[src/design/isc_pkg.sv]
// Shared constants, opcodes, states and carrier types of the instruction sequencer
package isc_pkg;

    // Widths and field positions
    localparam int WORD_W  = 24;
    localparam int ADDR_W  = 16;
    localparam int Y_W     = 15;
    localparam int IDX_W   = 18;
    localparam int IDX_N   = 3;
    localparam int MASK_W  = 8;
    localparam int UNIT_W  = 3;
    localparam int CYC_W   = 6;
    localparam int IO_CH   = 4;
    localparam int IO_CH_W = 2;
    localparam int F_HI    = 23;
    localparam int F_LO    = 18;
    localparam int IND_BIT = 17;
    localparam int IDX_HI  = 16;
    localparam int IDX_LO  = 15;
    localparam int ROT_BITS = 8;

    // Status word layout
    localparam int ST_UNIT_LO = 8;
    localparam int ST_LOCK    = 11;
    localparam int STAT_W     = 12;

    // Timing
    localparam int CLK_PERIOD_NS = 20;
    localparam int MEM_CYCLE_NS  = 750;
    localparam int MOD_EXT_NS    = 100;
    localparam int SHIFT_STEP_NS = 100;
    localparam int MEM_CYCLES    = MEM_CYCLE_NS / CLK_PERIOD_NS;
    localparam int MOD_EXT_CYC   = (MOD_EXT_NS + CLK_PERIOD_NS - 1) / CLK_PERIOD_NS;
    localparam int SHIFT_CYC     = (SHIFT_STEP_NS + CLK_PERIOD_NS - 1) / CLK_PERIOD_NS;
    localparam logic [CYC_W-1:0] CYC_HALF    = CYC_W'(MEM_CYCLES / 2);
    localparam logic [CYC_W-1:0] CYC_END     = CYC_W'(MEM_CYCLES - 1);
    localparam logic [CYC_W-1:0] CYC_END_EXT = CYC_W'(MEM_CYCLES - 1 + MOD_EXT_CYC);
    localparam logic [CYC_W-1:0] STEP_END    = CYC_W'(SHIFT_CYC - 1);

    // Reset values and fixed addresses
    localparam logic [ADDR_W-1:0] RESET_PC    = 16'h0100;
    localparam logic [ADDR_W-1:0] IO_BCW_BASE = 16'h0040;
    localparam logic [Y_W-1:0]    Y_PC        = 15'h0000;
    localparam logic [Y_W-1:0]    Y_ACC       = 15'h0001;
    localparam logic [WORD_W-1:0] WORD_ONE    = 24'h000001;

    // Function codes
    localparam logic [5:0] OP_STOP    = 6'h00;
    localparam logic [5:0] OP_STSTAT  = 6'h01;
    localparam logic [5:0] OP_LDSTAT  = 6'h02;
    localparam logic [5:0] OP_JUMP    = 6'h07;
    localparam logic [5:0] OP_LOCK    = 6'h08;
    localparam logic [5:0] OP_ADD     = 6'h09;
    localparam logic [5:0] OP_SUB     = 6'h0A;
    localparam logic [5:0] OP_AND     = 6'h0B;
    localparam logic [5:0] OP_XOR     = 6'h0C;
    localparam logic [5:0] OP_LDB     = 6'h0E;
    localparam logic [5:0] OP_LDA     = 6'h0F;
    localparam logic [5:0] OP_STA     = 6'h13;
    localparam logic [5:0] OP_INCR    = 6'h17;
    localparam logic [5:0] OP_LDCON   = 6'h18;
    localparam logic [5:0] OP_IDXSKIP = 6'h19;
    localparam logic [5:0] OP_STADR   = 6'h1A;
    localparam logic [5:0] OP_CSHIFT  = 6'h1B;
    localparam logic [5:0] OP_SHR     = 6'h1C;
    localparam logic [5:0] OP_SHL     = 6'h1D;
    localparam logic [5:0] OP_ESCAPE  = 6'h1F;
    localparam logic [5:0] OP_MPROT   = 6'h24;

    // Word modifier modes
    localparam logic [1:0] MOD_INC  = 2'h0;
    localparam logic [1:0] MOD_DEC  = 2'h1;
    localparam logic [1:0] MOD_ROT8 = 2'h2;
    localparam logic [1:0] MOD_PASS = 2'h3;

    typedef enum logic [2:0] {
        ST_HALT  = 3'b000,
        ST_FETCH = 3'b001,
        ST_IND   = 3'b010,
        ST_OPER  = 3'b011,
        ST_SHIFT = 3'b100,
        ST_IO    = 3'b101
    } isc_state_t;

    typedef struct packed {
        logic              rd;
        logic              wr;
        logic [ADDR_W-1:0] addr;
        logic [WORD_W-1:0] data;
    } isc_mreq_t;

endpackage

[src/design/isc_incdec.sv]
// Memory word incrementer, decrementer and character rotator
`timescale 1ns/1ps
module isc_incdec
    import isc_pkg::*;
(
    // Word path
    input  wire logic [WORD_W-1:0] wordIn,
    input  wire logic [1:0]        mode,
    output logic      [WORD_W-1:0] wordOut
);

    wire [WORD_W-1:0] incW = wordIn + WORD_ONE;
    wire [WORD_W-1:0] decW = wordIn - WORD_ONE;
    wire [WORD_W-1:0] rotW = {wordIn[WORD_W-ROT_BITS-1:0], wordIn[WORD_W-1 -: ROT_BITS]};

    // Modification between read and restore
    assign wordOut = (mode == MOD_INC)  ? incW : // RULE6
                     (mode == MOD_DEC)  ? decW :
                     (mode == MOD_ROT8) ? rotW : // RULE20
                     wordIn;

endmodule // isc_incdec

[src/design/isc_core.sv]
// Instruction fetch, indirect and operand sequencing core with protect and I/O priority
//
// Operation
// RULE1 - Three 18-bit index registers; selected one added to operand address.
// RULE2 - Operand writes: masked upper address bits must match the instruction's page.
// RULE3 - Protect violation blocks the operand write and pulses the protect interrupt.
// RULE4 - Parallel 24-bit two's complement adder result goes to accumulator.
// RULE5 - Priority network records every I/O request and serves them in order.
// RULE6 - Incrementer/decrementer modifies a word between read and restore.
// RULE7 - Execution is a series of sequences, each one memory read/restore cycle.
// RULE8 - Fetch increments the program counter, reads and restores the instruction.
// RULE9 - Decode at fetch midpoint; simple direct instructions finish in fetch.
// RULE10 - Indexing happens inside the fetch sequence, no extra sequence.
// RULE11 - Indirect flag runs an indirect sequence giving the effective address.
// RULE12 - Indirect words with indirect bit set repeat indexing and indirection.
// RULE13 - Operand sequence reads or writes; address 1 uses accumulator, no sequence.
// RULE14 - Modifying operand cycles are lengthened by 100 ns.
// RULE15 - Word fields: function 23..18, indirect 17, index 16..15, address 14..0.
// RULE16 - Each indirect sequence costs one memory cycle.
// RULE17 - Indexing costs no time.
// RULE18 - Shifts are open-ended, one memory cycle plus 100 ns per position.
// RULE19 - Index skip decrements operand, restores it, skips next if negative.
// RULE20 - Character shift rotates operand left by 8 bits and restores it.
// RULE21 - Unit select persists until another unit select.
// RULE22 - Store and load status save and restore all designators.
// RULE23 - Operand address 1 selects accumulator, 0 selects program counter.
// RULE24 - Unassigned function codes act as no-operations after fetch.
`timescale 1ns/1ps
module isc_core
    import isc_pkg::*;
(
    // Clock and reset
    input  wire logic                clk,
    input  wire logic                rst,
    // Operator run switch
    input  wire logic                runPin,
    // Core memory
    output isc_mreq_t                memReq,
    input  wire logic [WORD_W-1:0]   memRdData,
    // I/O channels
    input  wire logic [IO_CH-1:0]    ioReqPin,
    output logic                     ioGrant,
    output logic [IO_CH_W-1:0]       ioChan,
    output logic                     ioDone,
    // Status
    output logic                     halted,
    output logic                     protectIrq,
    output logic [WORD_W-1:0]        accOut,
    output logic [ADDR_W-1:0]        pcOut,
    output logic [UNIT_W-1:0]        unitSel
);

    isc_state_t        st_r;
    logic [CYC_W-1:0]  cyc_r;
    logic [ADDR_W-1:0] pc_r;
    logic [ADDR_W-1:0] instrPc_r;
    logic [WORD_W-1:0] acc_r;
    logic [WORD_W-1:0] instr_r;
    logic [WORD_W-1:0] opnd_r;
    logic [Y_W-1:0]    ea_r;
    logic [Y_W-1:0]    shCnt_r;
    logic              indFlag_r;
    logic [IDX_W-1:0]  idx_r [IDX_N];
    logic [MASK_W-1:0] mask_r;
    logic [UNIT_W-1:0] unit_r;
    logic              lock_r;
    logic [IO_CH-1:0]  pend_r;
    logic [IO_CH_W-1:0] chan_r;
    logic              grant_r;
    logic              done_r;
    logic              irq_r;
    logic              halt_r;
    isc_mreq_t         mreq_r;
    logic [2:0]        runSync_r;
    logic [IO_CH-1:0]  ioS1_r;
    logic [IO_CH-1:0]  ioS2_r;
    logic [IO_CH-1:0]  ioS3_r;
    logic [WORD_W-1:0] modOut;

    function automatic logic protViol(input logic [ADDR_W-1:0] a,
                                      input logic [ADDR_W-1:0] b,
                                      input logic [MASK_W-1:0] m);
        protViol = |(m & (a[ADDR_W-1 -: MASK_W] ^ b[ADDR_W-1 -: MASK_W]));
    endfunction

    // Field decode
    wire [5:0]        fcode  = instr_r[F_HI:F_LO]; // RULE15
    wire [1:0]        curB   = instr_r[IDX_HI:IDX_LO];
    wire [1:0]        rdB    = memRdData[IDX_HI:IDX_LO];
    wire [Y_W-1:0]    rdY    = memRdData[Y_W-1:0];
    wire [IDX_W-1:0]  rdIdx  = (rdB == 2'h0) ? '0 : idx_r[rdB - 2'h1];
    wire [Y_W-1:0]    rdEa   = rdY + rdIdx[Y_W-1:0]; // RULE1
    wire [ADDR_W-1:0] opAddr = {1'b0, ea_r};

    // Instruction classes
    wire isMod  = (fcode == OP_INCR) || (fcode == OP_IDXSKIP) || (fcode == OP_CSHIFT);
    wire wrOp   = isMod || (fcode == OP_STA) || (fcode == OP_STADR) || (fcode == OP_STSTAT);
    wire rdOp   = (fcode == OP_ADD) || (fcode == OP_SUB) || (fcode == OP_AND)
               || (fcode == OP_XOR) || (fcode == OP_LDA) || (fcode == OP_LDB)
               || (fcode == OP_LDSTAT);
    wire needOp = wrOp || rdOp;
    wire isShift = (fcode == OP_SHR) || (fcode == OP_SHL);
    wire regOp  = (ea_r == Y_ACC) || (ea_r == Y_PC); // RULE23

    // Sequence timing
    wire              memSeq = (st_r == ST_FETCH) || (st_r == ST_IND)
                            || (st_r == ST_OPER) || (st_r == ST_IO);
    wire [CYC_W-1:0]  endCyc = (st_r == ST_OPER && isMod) ? CYC_END_EXT : CYC_END; // RULE14
    wire              atHalf = cyc_r == CYC_HALF;
    wire              atEnd  = cyc_r == endCyc;
    wire dispatch = (st_r == ST_FETCH || st_r == ST_IND) && atEnd && !indFlag_r;
    wire execNow  = (st_r == ST_OPER && atEnd) || (dispatch && needOp && regOp);

    // Operand and adder
    wire [WORD_W-1:0] regVal = (ea_r == Y_ACC) ? acc_r : {{(WORD_W-ADDR_W){1'b0}}, pc_r};
    wire [WORD_W-1:0] opSrc  = (st_r == ST_OPER || st_r == ST_IO) ? opnd_r : regVal;
    wire [WORD_W-1:0] addX   = (fcode == OP_SUB) ? (~opSrc + WORD_ONE) : opSrc;
    wire [WORD_W-1:0] sum    = acc_r + addX; // RULE4
    wire [1:0] modeSel = (st_r == ST_IO)        ? MOD_DEC :
                         (fcode == OP_INCR)     ? MOD_INC :
                         (fcode == OP_IDXSKIP)  ? MOD_DEC : // RULE19
                         (fcode == OP_CSHIFT)   ? MOD_ROT8 : MOD_PASS;
    wire [WORD_W-1:0] status = {{(WORD_W-STAT_W){1'b0}}, lock_r, unit_r, mask_r}; // RULE22
    wire [WORD_W-1:0] wrData = (fcode == OP_STA)    ? acc_r :
                               (fcode == OP_STADR)  ? {opSrc[WORD_W-1:ADDR_W], acc_r[ADDR_W-1:0]} :
                               (fcode == OP_STSTAT) ? status :
                               isMod ? modOut : opSrc;
    wire blocked = (st_r == ST_OPER) && wrOp && protViol(opAddr, instrPc_r, mask_r); // RULE2

    // I/O priority, lowest channel first
    wire [IO_CH-1:0]   ioRise = ioS2_r & ~ioS3_r;
    wire [IO_CH_W-1:0] prio   = pend_r[0] ? 2'h0 : pend_r[1] ? 2'h1 : pend_r[2] ? 2'h2 : 2'h3;
    wire               ioTake = (st_r == ST_IO) && (cyc_r == '0);
    wire [IO_CH-1:0]   ioClr  = ioTake ? (IO_CH'(1) << prio) : '0;
    wire               runRise = runSync_r[1] & ~runSync_r[2];
    isc_state_t        nextSeq;
    assign nextSeq = (|pend_r) ? ST_IO : ST_FETCH; // RULE5

    wire [ADDR_W-1:0] seqAddr = (st_r == ST_FETCH) ? pc_r :
                                (st_r == ST_IO) ? (IO_BCW_BASE + {{(ADDR_W-IO_CH_W){1'b0}}, prio})
                                                : opAddr;
    wire [WORD_W-1:0] seqData = (st_r == ST_FETCH) ? instr_r :
                                (st_r == ST_IND)   ? opnd_r :
                                (st_r == ST_IO)    ? modOut : wrData;

    isc_incdec u_incdec (
        .wordIn  (opSrc),
        .mode    (modeSel),
        .wordOut (modOut)
    );

    // Sequence control
    always_ff @(posedge clk) begin
        if (rst) begin
            st_r  <= ST_HALT;
            cyc_r <= '0;
        end else begin
            cyc_r <= cyc_r + 6'h01;
            unique case (st_r)
                ST_HALT: begin
                    cyc_r <= '0;
                    if (runRise) st_r <= ST_FETCH;
                end
                ST_FETCH, ST_IND: if (atEnd) begin // RULE7 RULE16 RULE17
                    cyc_r <= '0;
                    if (indFlag_r) st_r <= ST_IND; // RULE11 RULE12
                    else if (needOp && !regOp) st_r <= ST_OPER; // RULE13
                    else if (fcode == OP_STOP) st_r <= ST_HALT;
                    else if (isShift && ea_r != '0) st_r <= ST_SHIFT; // RULE18
                    else st_r <= nextSeq; // RULE9 RULE24
                end
                ST_OPER, ST_IO: if (atEnd) begin
                    cyc_r <= '0;
                    st_r  <= nextSeq;
                end
                ST_SHIFT: if (cyc_r == STEP_END) begin
                    cyc_r <= '0;
                    if (shCnt_r == 15'h0001) st_r <= nextSeq;
                end
            endcase
        end
    end

    // Program counter and address path
    always_ff @(posedge clk) begin
        if (rst) begin
            pc_r      <= RESET_PC;
            instrPc_r <= RESET_PC;
            instr_r   <= '0;
            opnd_r    <= '0;
            ea_r      <= '0;
            indFlag_r <= 1'b0;
        end else begin
            if (st_r == ST_FETCH && atHalf) begin // RULE8 RULE10
                instr_r   <= memRdData;
                instrPc_r <= pc_r;
                pc_r      <= pc_r + 16'h0001;
                ea_r      <= rdEa;
                indFlag_r <= memRdData[IND_BIT];
            end
            if (st_r == ST_IND && atHalf) begin // RULE12
                opnd_r    <= memRdData;
                ea_r      <= rdEa;
                indFlag_r <= memRdData[IND_BIT];
            end
            if ((st_r == ST_OPER || st_r == ST_IO) && atHalf) opnd_r <= memRdData;
            if (dispatch && fcode == OP_JUMP) pc_r <= opAddr;
            if (execNow && fcode == OP_IDXSKIP && modOut[WORD_W-1]) pc_r <= pc_r + 16'h0001; // RULE19
            if (execNow && wrOp && regOp && ea_r == Y_PC) pc_r <= wrData[ADDR_W-1:0]; // RULE23
        end
    end

    // Accumulator, index registers and designators
    always_ff @(posedge clk) begin
        if (rst) begin
            acc_r   <= '0;
            shCnt_r <= '0;
            mask_r  <= '0;
            unit_r  <= '0;
            lock_r  <= 1'b0;
            for (int i = 0; i < IDX_N; i++) idx_r[i] <= '0;
        end else begin
            if (dispatch && fcode == OP_LDCON) acc_r <= {{(WORD_W-Y_W){1'b0}}, ea_r};
            if (dispatch && isShift) shCnt_r <= ea_r;
            if (dispatch && fcode == OP_ESCAPE) unit_r <= ea_r[UNIT_W-1:0]; // RULE21
            if (dispatch && fcode == OP_MPROT) mask_r <= ea_r[MASK_W-1:0];
            if (dispatch && fcode == OP_LOCK) lock_r <= ea_r[0];
            if (st_r == ST_SHIFT && cyc_r == STEP_END) begin // RULE18
                shCnt_r <= shCnt_r - 15'h0001;
                acc_r   <= (fcode == OP_SHR) ? (acc_r >> 1) : (acc_r << 1);
            end
            if (execNow) begin
                if (fcode == OP_ADD || fcode == OP_SUB) acc_r <= sum; // RULE4
                if (fcode == OP_AND) acc_r <= acc_r & opSrc;
                if (fcode == OP_XOR) acc_r <= acc_r ^ opSrc;
                if (fcode == OP_LDA) acc_r <= opSrc;
                if (fcode == OP_LDB && curB != 2'h0) idx_r[curB - 2'h1] <= opSrc[IDX_W-1:0]; // RULE1
                if (fcode == OP_LDSTAT) begin // RULE22
                    mask_r <= opSrc[MASK_W-1:0];
                    unit_r <= opSrc[ST_UNIT_LO +: UNIT_W];
                    lock_r <= opSrc[ST_LOCK];
                end
                if (wrOp && regOp && ea_r == Y_ACC) acc_r <= wrData; // RULE13
            end
        end
    end

    // Memory strobes, protect and I/O service
    always_ff @(posedge clk) begin
        if (rst) begin
            mreq_r  <= '0;
            irq_r   <= 1'b0;
            grant_r <= 1'b0;
            done_r  <= 1'b0;
            chan_r  <= '0;
            pend_r  <= '0;
            halt_r  <= 1'b1;
        end else begin
            mreq_r.rd <= 1'b0;
            mreq_r.wr <= 1'b0;
            irq_r     <= 1'b0;
            grant_r   <= ioTake;
            done_r    <= 1'b0;
            halt_r    <= st_r == ST_HALT;
            pend_r    <= (pend_r & ~ioClr) | ioRise; // RULE5
            if (ioTake) chan_r <= prio;
            if (memSeq && cyc_r == '0) begin // RULE7
                mreq_r.rd   <= 1'b1;
                mreq_r.addr <= seqAddr;
            end
            if (memSeq && atEnd) begin
                if (blocked) irq_r <= 1'b1; // RULE3
                else begin
                    mreq_r.wr   <= 1'b1;
                    mreq_r.data <= seqData; // RULE6
                end
                if (st_r == ST_IO) done_r <= modOut == '0;
            end
        end
    end

    // Pin synchronisers
    always_ff @(posedge clk) begin
        runSync_r <= {runSync_r[1:0], runPin};
        ioS1_r    <= ioReqPin;
        ioS2_r    <= ioS1_r;
        ioS3_r    <= ioS2_r;
    end

    assign memReq     = mreq_r;
    assign ioGrant    = grant_r;
    assign ioChan     = chan_r;
    assign ioDone     = done_r;
    assign halted     = halt_r;
    assign protectIrq = irq_r;
    assign accOut     = acc_r;
    assign pcOut      = pc_r;
    assign unitSel    = unit_r;

    // Checks
    chk_rd_restore: assert property ( // RULE7
        @(posedge clk) disable iff (rst)
        mreq_r.rd |-> ##[36:41] (mreq_r.wr || irq_r))
        else $error("read not followed by restore");
    chk_fetch_pc: assert property ( // RULE8
        @(posedge clk) disable iff (rst)
        (st_r == ST_FETCH && atHalf) |=> (pc_r == $past(pc_r) + 16'h0001))
        else $error("fetch did not advance pc");
    chk_write_prot: assert property ( // RULE2
        @(posedge clk) disable iff (rst)
        (st_r == ST_OPER && atEnd && wrOp) |=>
            (mreq_r.wr != protViol(mreq_r.addr, instrPc_r, mask_r)))
        else $error("protect compare wrong");
    chk_prot_irq: assert property ( // RULE3
        @(posedge clk) disable iff (rst)
        irq_r |-> (!mreq_r.wr && $past(st_r) == ST_OPER))
        else $error("protect interrupt with write");
    chk_acc_add: assert property ( // RULE4
        @(posedge clk) disable iff (rst)
        (execNow && fcode == OP_ADD) |=> (acc_r == $past(acc_r) + $past(opSrc)))
        else $error("adder sum wrong");
    chk_io_noted: assert property ( // RULE5
        @(posedge clk) disable iff (rst)
        (ioRise != '0) |=> ((pend_r & $past(ioRise)) == $past(ioRise)))
        else $error("io request lost");
    chk_unit_hold: assert property ( // RULE21
        @(posedge clk) disable iff (rst)
        !(dispatch && fcode == OP_ESCAPE) && !(execNow && fcode == OP_LDSTAT)
            |=> $stable(unit_r))
        else $error("unit select changed");
    chk_mod_ext: assert property ( // RULE14
        @(posedge clk) disable iff (rst)
        (st_r == ST_OPER && isMod && mreq_r.rd) |-> ##41 (mreq_r.wr || irq_r))
        else $error("modify cycle not extended");
    chk_shift_step: assert property ( // RULE18
        @(posedge clk) disable iff (rst)
        (st_r == ST_SHIFT && cyc_r == STEP_END) |=> (shCnt_r == $past(shCnt_r) - 15'h0001))
        else $error("shift count step wrong");
    chk_reg_opnd: assert property ( // RULE13
        @(posedge clk) disable iff (rst)
        (dispatch && needOp && regOp) |=> (st_r != ST_OPER))
        else $error("operand sequence for register");

endmodule // isc_core

[config.mk]
export PLATFORM = sky130hd
export DESIGN_NAME = isc_core
export DESIGN_NICKNAME = d
export VERILOG_FILES = /design/src/design/isc_pkg.sv /design/src/design/isc_incdec.sv /design/src/design/isc_core.sv
export SDC_FILE = /design/constraint.sdc
export NUM_CORES = 1
export LEC_CHECK = 0
export CAP_MARGIN = 30
export CELL_PAD_IN_SITES_DETAIL_PLACEMENT = 1
export CELL_PAD_IN_SITES_GLOBAL_PLACEMENT = 1
export CORE_MARGIN = 1
export CORE_UTILIZATION = 45
export CTS_BUF_LIST = sky130_fd_sc_hd__clkbuf_2
export CTS_CLUSTER_SIZE = 12
export DETAILED_ROUTE_END_ITERATION = 16
export DONT_BUFFER_PORTS = 1
export HOLD_SLACK_MARGIN = 0.08
export PLACE_DENSITY_LB_ADDON = 0.2
export SLEW_MARGIN = 20
export SYNTH_ARGS = -nofsm -noshare
export SYNTH_HDL_FRONTEND = slang
export SYNTH_HIERARCHICAL = 1
export SYNTH_SLANG_ARGS = --single-unit
[constraint.sdc]
create_clock -name clk -period 6.8 [get_ports clk]
set_input_delay 1.36 -clock clk [delete_from_list [all_inputs] [get_ports clk]]
set_output_delay 1.36 -clock clk [all_outputs]
set_load 0.005 [all_outputs]
==> key figures, run 1 <==
Run status
  • Outcome: complete, no violations

Pwr
  • Peak VDD IR: 0.114 mV
  • Leak pwr: 8.07 nW
  • Pwr dens: 160 nW/um^2

Worst setup path
  • Critical path endpoint category: flip-flop
  • Critical Path Fanout Max: 16
  • WP data arrival: 7.18 ns
  • Critical path type: reg2reg
  • Required @ worst endpoint: 7.77 ns
  • Startpoint Class: flip-flop

GRT
  • GR Util All Layers: 44.0%
  • GRT overflow: 0
  • Largest net degree at the start of global routing: 188
  • Vias in the first global route: 21367
  • Global-route wire length before repair: 144 mm
  • Initial antenna violation count: 8

Synth
  • Syn avg cell area: 7.76 um^2
  • Compound-Gate Fraction of Synth Area: 23.5%
  • Mapped Cells: 2553
  • Post-synth top area cell: dfxtp_1
  • Ys async rst share: 0%
  • #FFs+latches synth: 275
  • Synth Area in Adders: 4.94%
  • Post-synthesis cell area: 19800 um^2
  • Largest family of logic cells by synthesized area: simple AND/OR/NAND/NOR gates
  • Number of synthesized flops with an enable pin: 60
  • Xor/xnor cell area share of the yosys netlist: 4.16%
  • Seq/Total Area, Yosys: 30.8%
  • Mux share of post-synthesis cell area: 5.37%
  • Top post-synthesis cells by area: dfxtp_1 22%, edfxtp_1 9.1%, nand2_1 7.1%
  • Top-area cell type share of the netlist area: 21.7%
  • Top-count cell post-synth: nand2_1
  • Synth cell count leaders: 377 x nand2_1, 242 x nor2_1, 231 x a21oi_1
  • Simple-Gate Fraction of Synth Area: 25.2%
  • Netlist cell types: 107
  • Synth Flop Type: dfxtp_1
  • Yosys warning total: 6

Floorplan
  • DIE WIDTH: 212 um
  • Initial Util: 45.8%
  • # rows: 76
  • IO Pins: 122
  • Die Y-Extent: 212 um
  • Full die area: 44800 um^2
  • CORE AREA: 43300 um^2

Clock network
  • Max clock buf depth: 3
  • CTS resizes: 0
  • CTS root buf: clkbuf_2
  • Hold_buf cts: 0
  • CTS buffer count: 81
  • Clock-pin slew on the worst setup and hold paths: 0.11 ns
  • Postcts setup bufs: 0
  • H-tree Lvls: 3
  • Skew-Pair Late Insertion Delay: 1.11 ns
  • CTS tree: done
  • CTS sink cnt: 275

STA
  • Fin crit share: 91.3%
  • Final Hold Viols: 0
  • Worst Setup Slack, final: 0.592 ns
  • Worst slew margin relative to its limit: 32.4%
  • FMAX: 161 MHz
  • Crit path time final: 6.21 ns
  • Slew @ Worst Pin: 1.01 ns
  • Setup TNS: 0 ns
  • Skew final: 0.103 ns
  • Setup Viol. Count Final: 0
  • Setup repair after global routing missed its margin: no
  • Slew Viols, Final: 0

Detailed routing
  • DR vias: 21453
  • DRC Markers: 0
  • Final wirelength: 99.3 mm
  • Starting DRT DRC Count: 2761
  • Vias per cell: 6.74
  • Post-DRT Antenna Nets: 0
  • First drt pass iteration count: 6
  • Drt wl/cell: 31.2 um

Finish
  • Final Util: 49.1%
  • Synthesis-to-finish area growth: 7.36%
  • # nets final: 2650
  • Layout cells sized above 1: 12.3%
  • Layout Cells excl Fill: 3185

Placement
  • Pre-CTS WS: 0.815 ns
  • Buffers on Ports: 0
  • Post-Place Cells: 3040
  • Routability cong.: 1.01
  • Final HPWL from detailed placement: 71.6 mm

Hold path
  • Worst hold path class: in2reg

Job
  • Maxcap violations: 0
## cells in the final DEF (no fill, tap or decap), types with 14 or more instances in the layout
master | Yosys | final
o22ai_1 | 23 | 23
a21oi_1 | 231 | 229
inv_1 | 42 | 42
a221oi_1 | 21 | 21
nor2b_1 | 33 | 33
nor3_1 | 58 | 55
xnor2_1 | 54 | 54
or3_1 | 21 | 21
nand3_1 | 88 | 87
o21ai_0 | 93 | 92
nor3b_1 | 18 | 18
mux2i_1 | 68 | 68
nor4_1 | 32 | 31
mux4_2 | 14 | 14
a211oi_1 | 77 | 77
nand2_1 | 377 | 377
o21ai_1 | 41 | 41
o211ai_1 | 36 | 36
xor2_1 | 40 | 40
clkbuf_2 | 1 | 117
buf_4 | 13 | 98
edfxtp_1 | 60 | 60
nor2_1 | 242 | 238
nand4_1 | 15 | 15
and3_1 | 41 | 41
conb_1 | 1 | 15
a31oi_1 | 36 | 36
ha_1 | 75 | 75
a21o_1 | 16 | 16
nand2b_1 | 26 | 26
dfxtp_1 | 215 | 215
## final cells by class
class / instances / area [um^2]
Clock buffer: 117 / 586
Fill cell: 5365 / 22000
Antenna cell: 5 / 12.5
Multi-Input combinational cell: 2028 / 12700
Clock inverter: 19 / 138
Sequential cell: 275 / 6110
Tap cell: 585 / 732
Timing Repair Buffer: 104 / 827
Inverter: 52 / 195
## cell families after synthesis
| kind of cell | Yosys count |
|---|---|
| buffers and inverters | 264 |
| multiplexers | 88 |
| other | 1 |
| flip-flops | 275 |
| AND/OR/NAND/NOR | 1031 |
| adder cells (fa/ha/maj) | 77 |
| AO/OA/AOI/OAI | 723 |
| XOR/XNOR | 94 |
## final timing paths
check / startpoint / to / slack (ns) / depth (start not counted)
setup reg to reg: ea_r[0] / accOut[21] / 0.59 / 18
hold / removal: ioReqPin[3] / ioS1_r[3] / 0.31 / 0
hold reg to reg: ioS2_r[0] / ioS3_r[0] / 0.33 / 0
setup / recovery: ea_r[0] / accOut[21] / 0.59 / 18
## sequential cells by signal (all words and copies together), names as in the netlist, 6 cells and up
| name | count |
|---|---|
| idx_r | 60 |
| memReq | 42 |
| accOut | 24 |
| instr_r | 24 |
| opnd_r | 24 |
| pcOut | 16 |
| ea_r | 15 |
| shCnt_r | 15 |
| instrPc_r | 8 |
| mask_r | 8 |
| cyc_r | 6 |
## routing by layer
layer	global-route usage, %	up-vias	routed length [um]
li1	-	9293	-
met1	53.0	10541	38100
met2	66.6	1247	43200
met3	12.7	364	10200
met4	32.0	8	7580
met5	1.33	-	116
## critical path: stages (launching register included)
cell,delay (ns)
dfxtp_1,0.64
nor3b_1,0.38
nand4_2,0.51
nand3_1,0.36
and3_1,0.59
inv_2,0.31
nor4_1,0.52
and2_1,0.31
nor2_1,0.08
xor2_1,0.19
ha_1,0.41
a2111o_1,0.20
a31oi_1,0.05
o21a_1,0.16
o31ai_1,0.64
a2111oi_0,0.23
a41o_1,0.23
o21ai_0,0.16
a31oi_1,0.11
## metrics by stage
stage | power, mW | area [um^2] | hold slack, ns
after floorplan | 1.97 | 19900 | 0.310
after global routing | 3.51 | 21300 | 0.216
final | 3.39 | 21300 | 0.307
after CTS | 3.40 | 21200 | 0.206
after global placement | 2.06 | 20400 | 0.312
after detailed placement | 2.07 | 20500 | 0.316
## power breakdown
part / total (mW) / internal, mW / leakage [nW] / switching, mW
sequential: 1.73 / 1.70 / 2.32 / 0.0218
combinational: 0.311 / 0.108 / 5.20 / 0.203
clock: 1.36 / 0.535 / 0.548 / 0.821
total: 3.39 / 2.35 / 8.07 / 1.05
Note: power is estimated with default switching activity, not from simulation.
==> run 2, diff against run 1 <==
--- a/config.mk
+++ b/config.mk
@@ -15,7 +15,7 @@
 export DETAILED_ROUTE_END_ITERATION = 16
 export DONT_BUFFER_PORTS = 1
 export HOLD_SLACK_MARGIN = 0.08
-export PLACE_DENSITY_LB_ADDON = 0.2
+export PLACE_DENSITY_LB_ADDON = 0.1
 export SLEW_MARGIN = 20
 export SYNTH_ARGS = -nofsm -noshare
 export SYNTH_HDL_FRONTEND = slang
==> key figures, run 2 (synthesis results as in run 1) <==
STA
  • Setup repair after global routing missed its margin: no
  • Final Hold Viols: 0
  • Fin crit share: 98.1%
  • Worst slew margin relative to its limit: 28.6%
  • FMAX: 150 MHz
  • Slew @ Worst Pin: 1.07 ns
  • Skew final: 0.146 ns
  • Setup Viol. Count Final: 0
  • Setup TNS: 0 ns
  • Crit path time final: 6.67 ns
  • Slew Viols, Final: 0

Detailed routing
  • Final wirelength: 99.2 mm
  • DRC Markers: 0
  • Vias per cell: 6.84
  • DR vias: 21798
  • First drt pass iteration count: 8
  • Post-DRT Antenna Nets: 0
  • Drt wl/cell: 31.1 um
  • Starting DRT DRC Count: 2542

Floorplan
  • CORE AREA: 43300 um^2
  • Full die area: 44800 um^2
  • IO Pins: 122
  • Die Y-Extent: 212 um
  • Initial Util: 45.8%
  • DIE WIDTH: 212 um
  • # rows: 76

Run status
  • Outcome: complete, no violations

Finish
  • Most common cell after layout, fill and taps aside: nand2_1
  • Layout cells sized above 1: 12.6%
  • Commonest non-fill, non-tap cells in the layout: 377 x nand2_1, 236 x nor2_1, 229 x a21oi_1
  • Largest register FFs: 60
  • Final Util: 49.2%
  • Synthesis-to-finish area growth: 7.46%
  • Top reg by flops: idx_r
  • # nets final: 2656

Worst setup path
  • Critical Path Fanout Max: 19
  • Worst path cell trace: buf_4, nor3b_1, and4_1, mux2i_1, a21o_1, inv_2, nor4b_1, nand2_1, nor2_1, mux2i_1, a222oi_1, nand2_1, o211ai_1, o21ai_0, o21ai_0, o21ai_0, o22ai_1
  • Critical path endpoint category: flip-flop
  • Critical path type: reg2reg
  • CP top delay family: compound AO/OA/AOI/OAI gates
  • Startpoint Class: flip-flop
  • Crit-path max cell delay: 1.01 ns
  • Worst path buffer plus inverter count: 2
  • Required @ worst endpoint: 7.74 ns
  • CP max-delay cell: and4_1
  • WP data arrival: 7.61 ns
  • Most used cell, CP: o21ai_0

Pwr
  • Pwr dens: 155 nW/um^2
  • Gate power share: 8.6%
  • Sw frac: 30.4%
  • Internal power: 2.30 mW
  • Seq pwr share: 52.3%
  • Leak pwr: 8.08 nW
  • Clock power share: 39.1%
  • Sw Pwr: 1.01 mW
  • Peak VDD IR: 0.102 mV

Clock network
  • H-tree Lvls: 3
  • CTS resizes: 0
  • Clock-pin slew on the worst setup and hold paths: 0.11 ns
  • Hold_buf cts: 0
  • Skew-Pair Late Insertion Delay: 1.11 ns
  • Postcts setup bufs: 0
  • CTS sink cnt: 275
  • CTS root buf: clkbuf_2
  • CTS tree: done
  • CTS buffer count: 79
  • Max clock buf depth: 3

Placement
  • Buffers on Ports: 0
  • Final HPWL from detailed placement: 71.6 mm
  • Routability cong.: 1.01

GRT
  • Largest net degree at the start of global routing: 188
  • GRT overflow: 0
  • GR Util All Layers: 44.0%
  • Global-route wire length before repair: 144 mm
  • Initial antenna violation count: 7
  • Vias in the first global route: 21257

Hold path
  • Worst hold path class: reg2reg

Job
  • Maxcap violations: 0
[run 2: changes by cell type in the layout (fill, tap and decap cells not counted), sizes merged]
cell      before  now
bufinv         2    1
diode          5    7
clkinvlp       1    2
clkbuf       117  118
inv           55   52
buf          104  111
clkinv        13   10
[run 2: worst paths after layout]
path                                    from           end  slack, ns  cells past startpoint
worst max-delay path                 ea_r[0]    memReq[10]       0.13                     17
worst min-delay path            runSync_r[0]  runSync_r[1]       0.29                      0
worst max register to register       ea_r[0]    memReq[10]       0.13                     17
worst min register to register  runSync_r[0]  runSync_r[1]       0.29                      0
[run 2: final cells by class]
class                           instances  area (um^2)
Sequential cell                       275         6110
Clock inverter                         13         88.8
Clock buffer                          117          586
Tap cell                              585          732
Multi-Input combinational cell       2028        12700
Antenna cell                            7         17.5
Inverter                               52          195
Fill cell                            5392        22000
Timing Repair Buffer                  112          880
[run 2: power groups by stage]
stage	clock network (mW)	registers [mW]	logic [mW]
after floorplan	0	1.75	0.219
after detailed placement	0	1.77	0.281
after CTS	1.31	1.73	0.283
after global placement	0	1.76	0.275
after global routing	1.38	1.73	0.310
final	1.29	1.73	0.285
[run 2: routing by layer]
| layer | global-route usage (%) | vias to the layer above | routed length, um |
|---|---|---|---|
| li1 | - | 9313 | - |
| met1 | 55.5 | 10728 | 38700 |
| met2 | 67.3 | 1370 | 42900 |
| met3 | 10.7 | 383 | 10700 |
| met4 | 28.1 | 4 | 6980 |
| met5 | 0 | - | 55 |
[run 2: per-stage QoR]
| stage | total power, mW | instances | hold WS, ns | setup slack [ns] | area [um^2] |
|---|---|---|---|---|---|
| 6_report | 3.31 | 3189 | 0.291 | 0.131 | 21300 |
| 2_1_floorplan | 1.97 | 2567 | 0.310 | 1.45 | 19900 |
| 3_5_place_dp | 2.05 | 3048 | 0.315 | 0.562 | 20500 |
| 4_1_cts | 3.32 | 3178 | 0.264 | 0.484 | 21200 |
| 3_3_place_gp | 2.04 | 3045 | 0.312 | 0.485 | 20500 |
| 5_1_grt | 3.43 | 3184 | 0.284 | 0.0416 | 21300 |
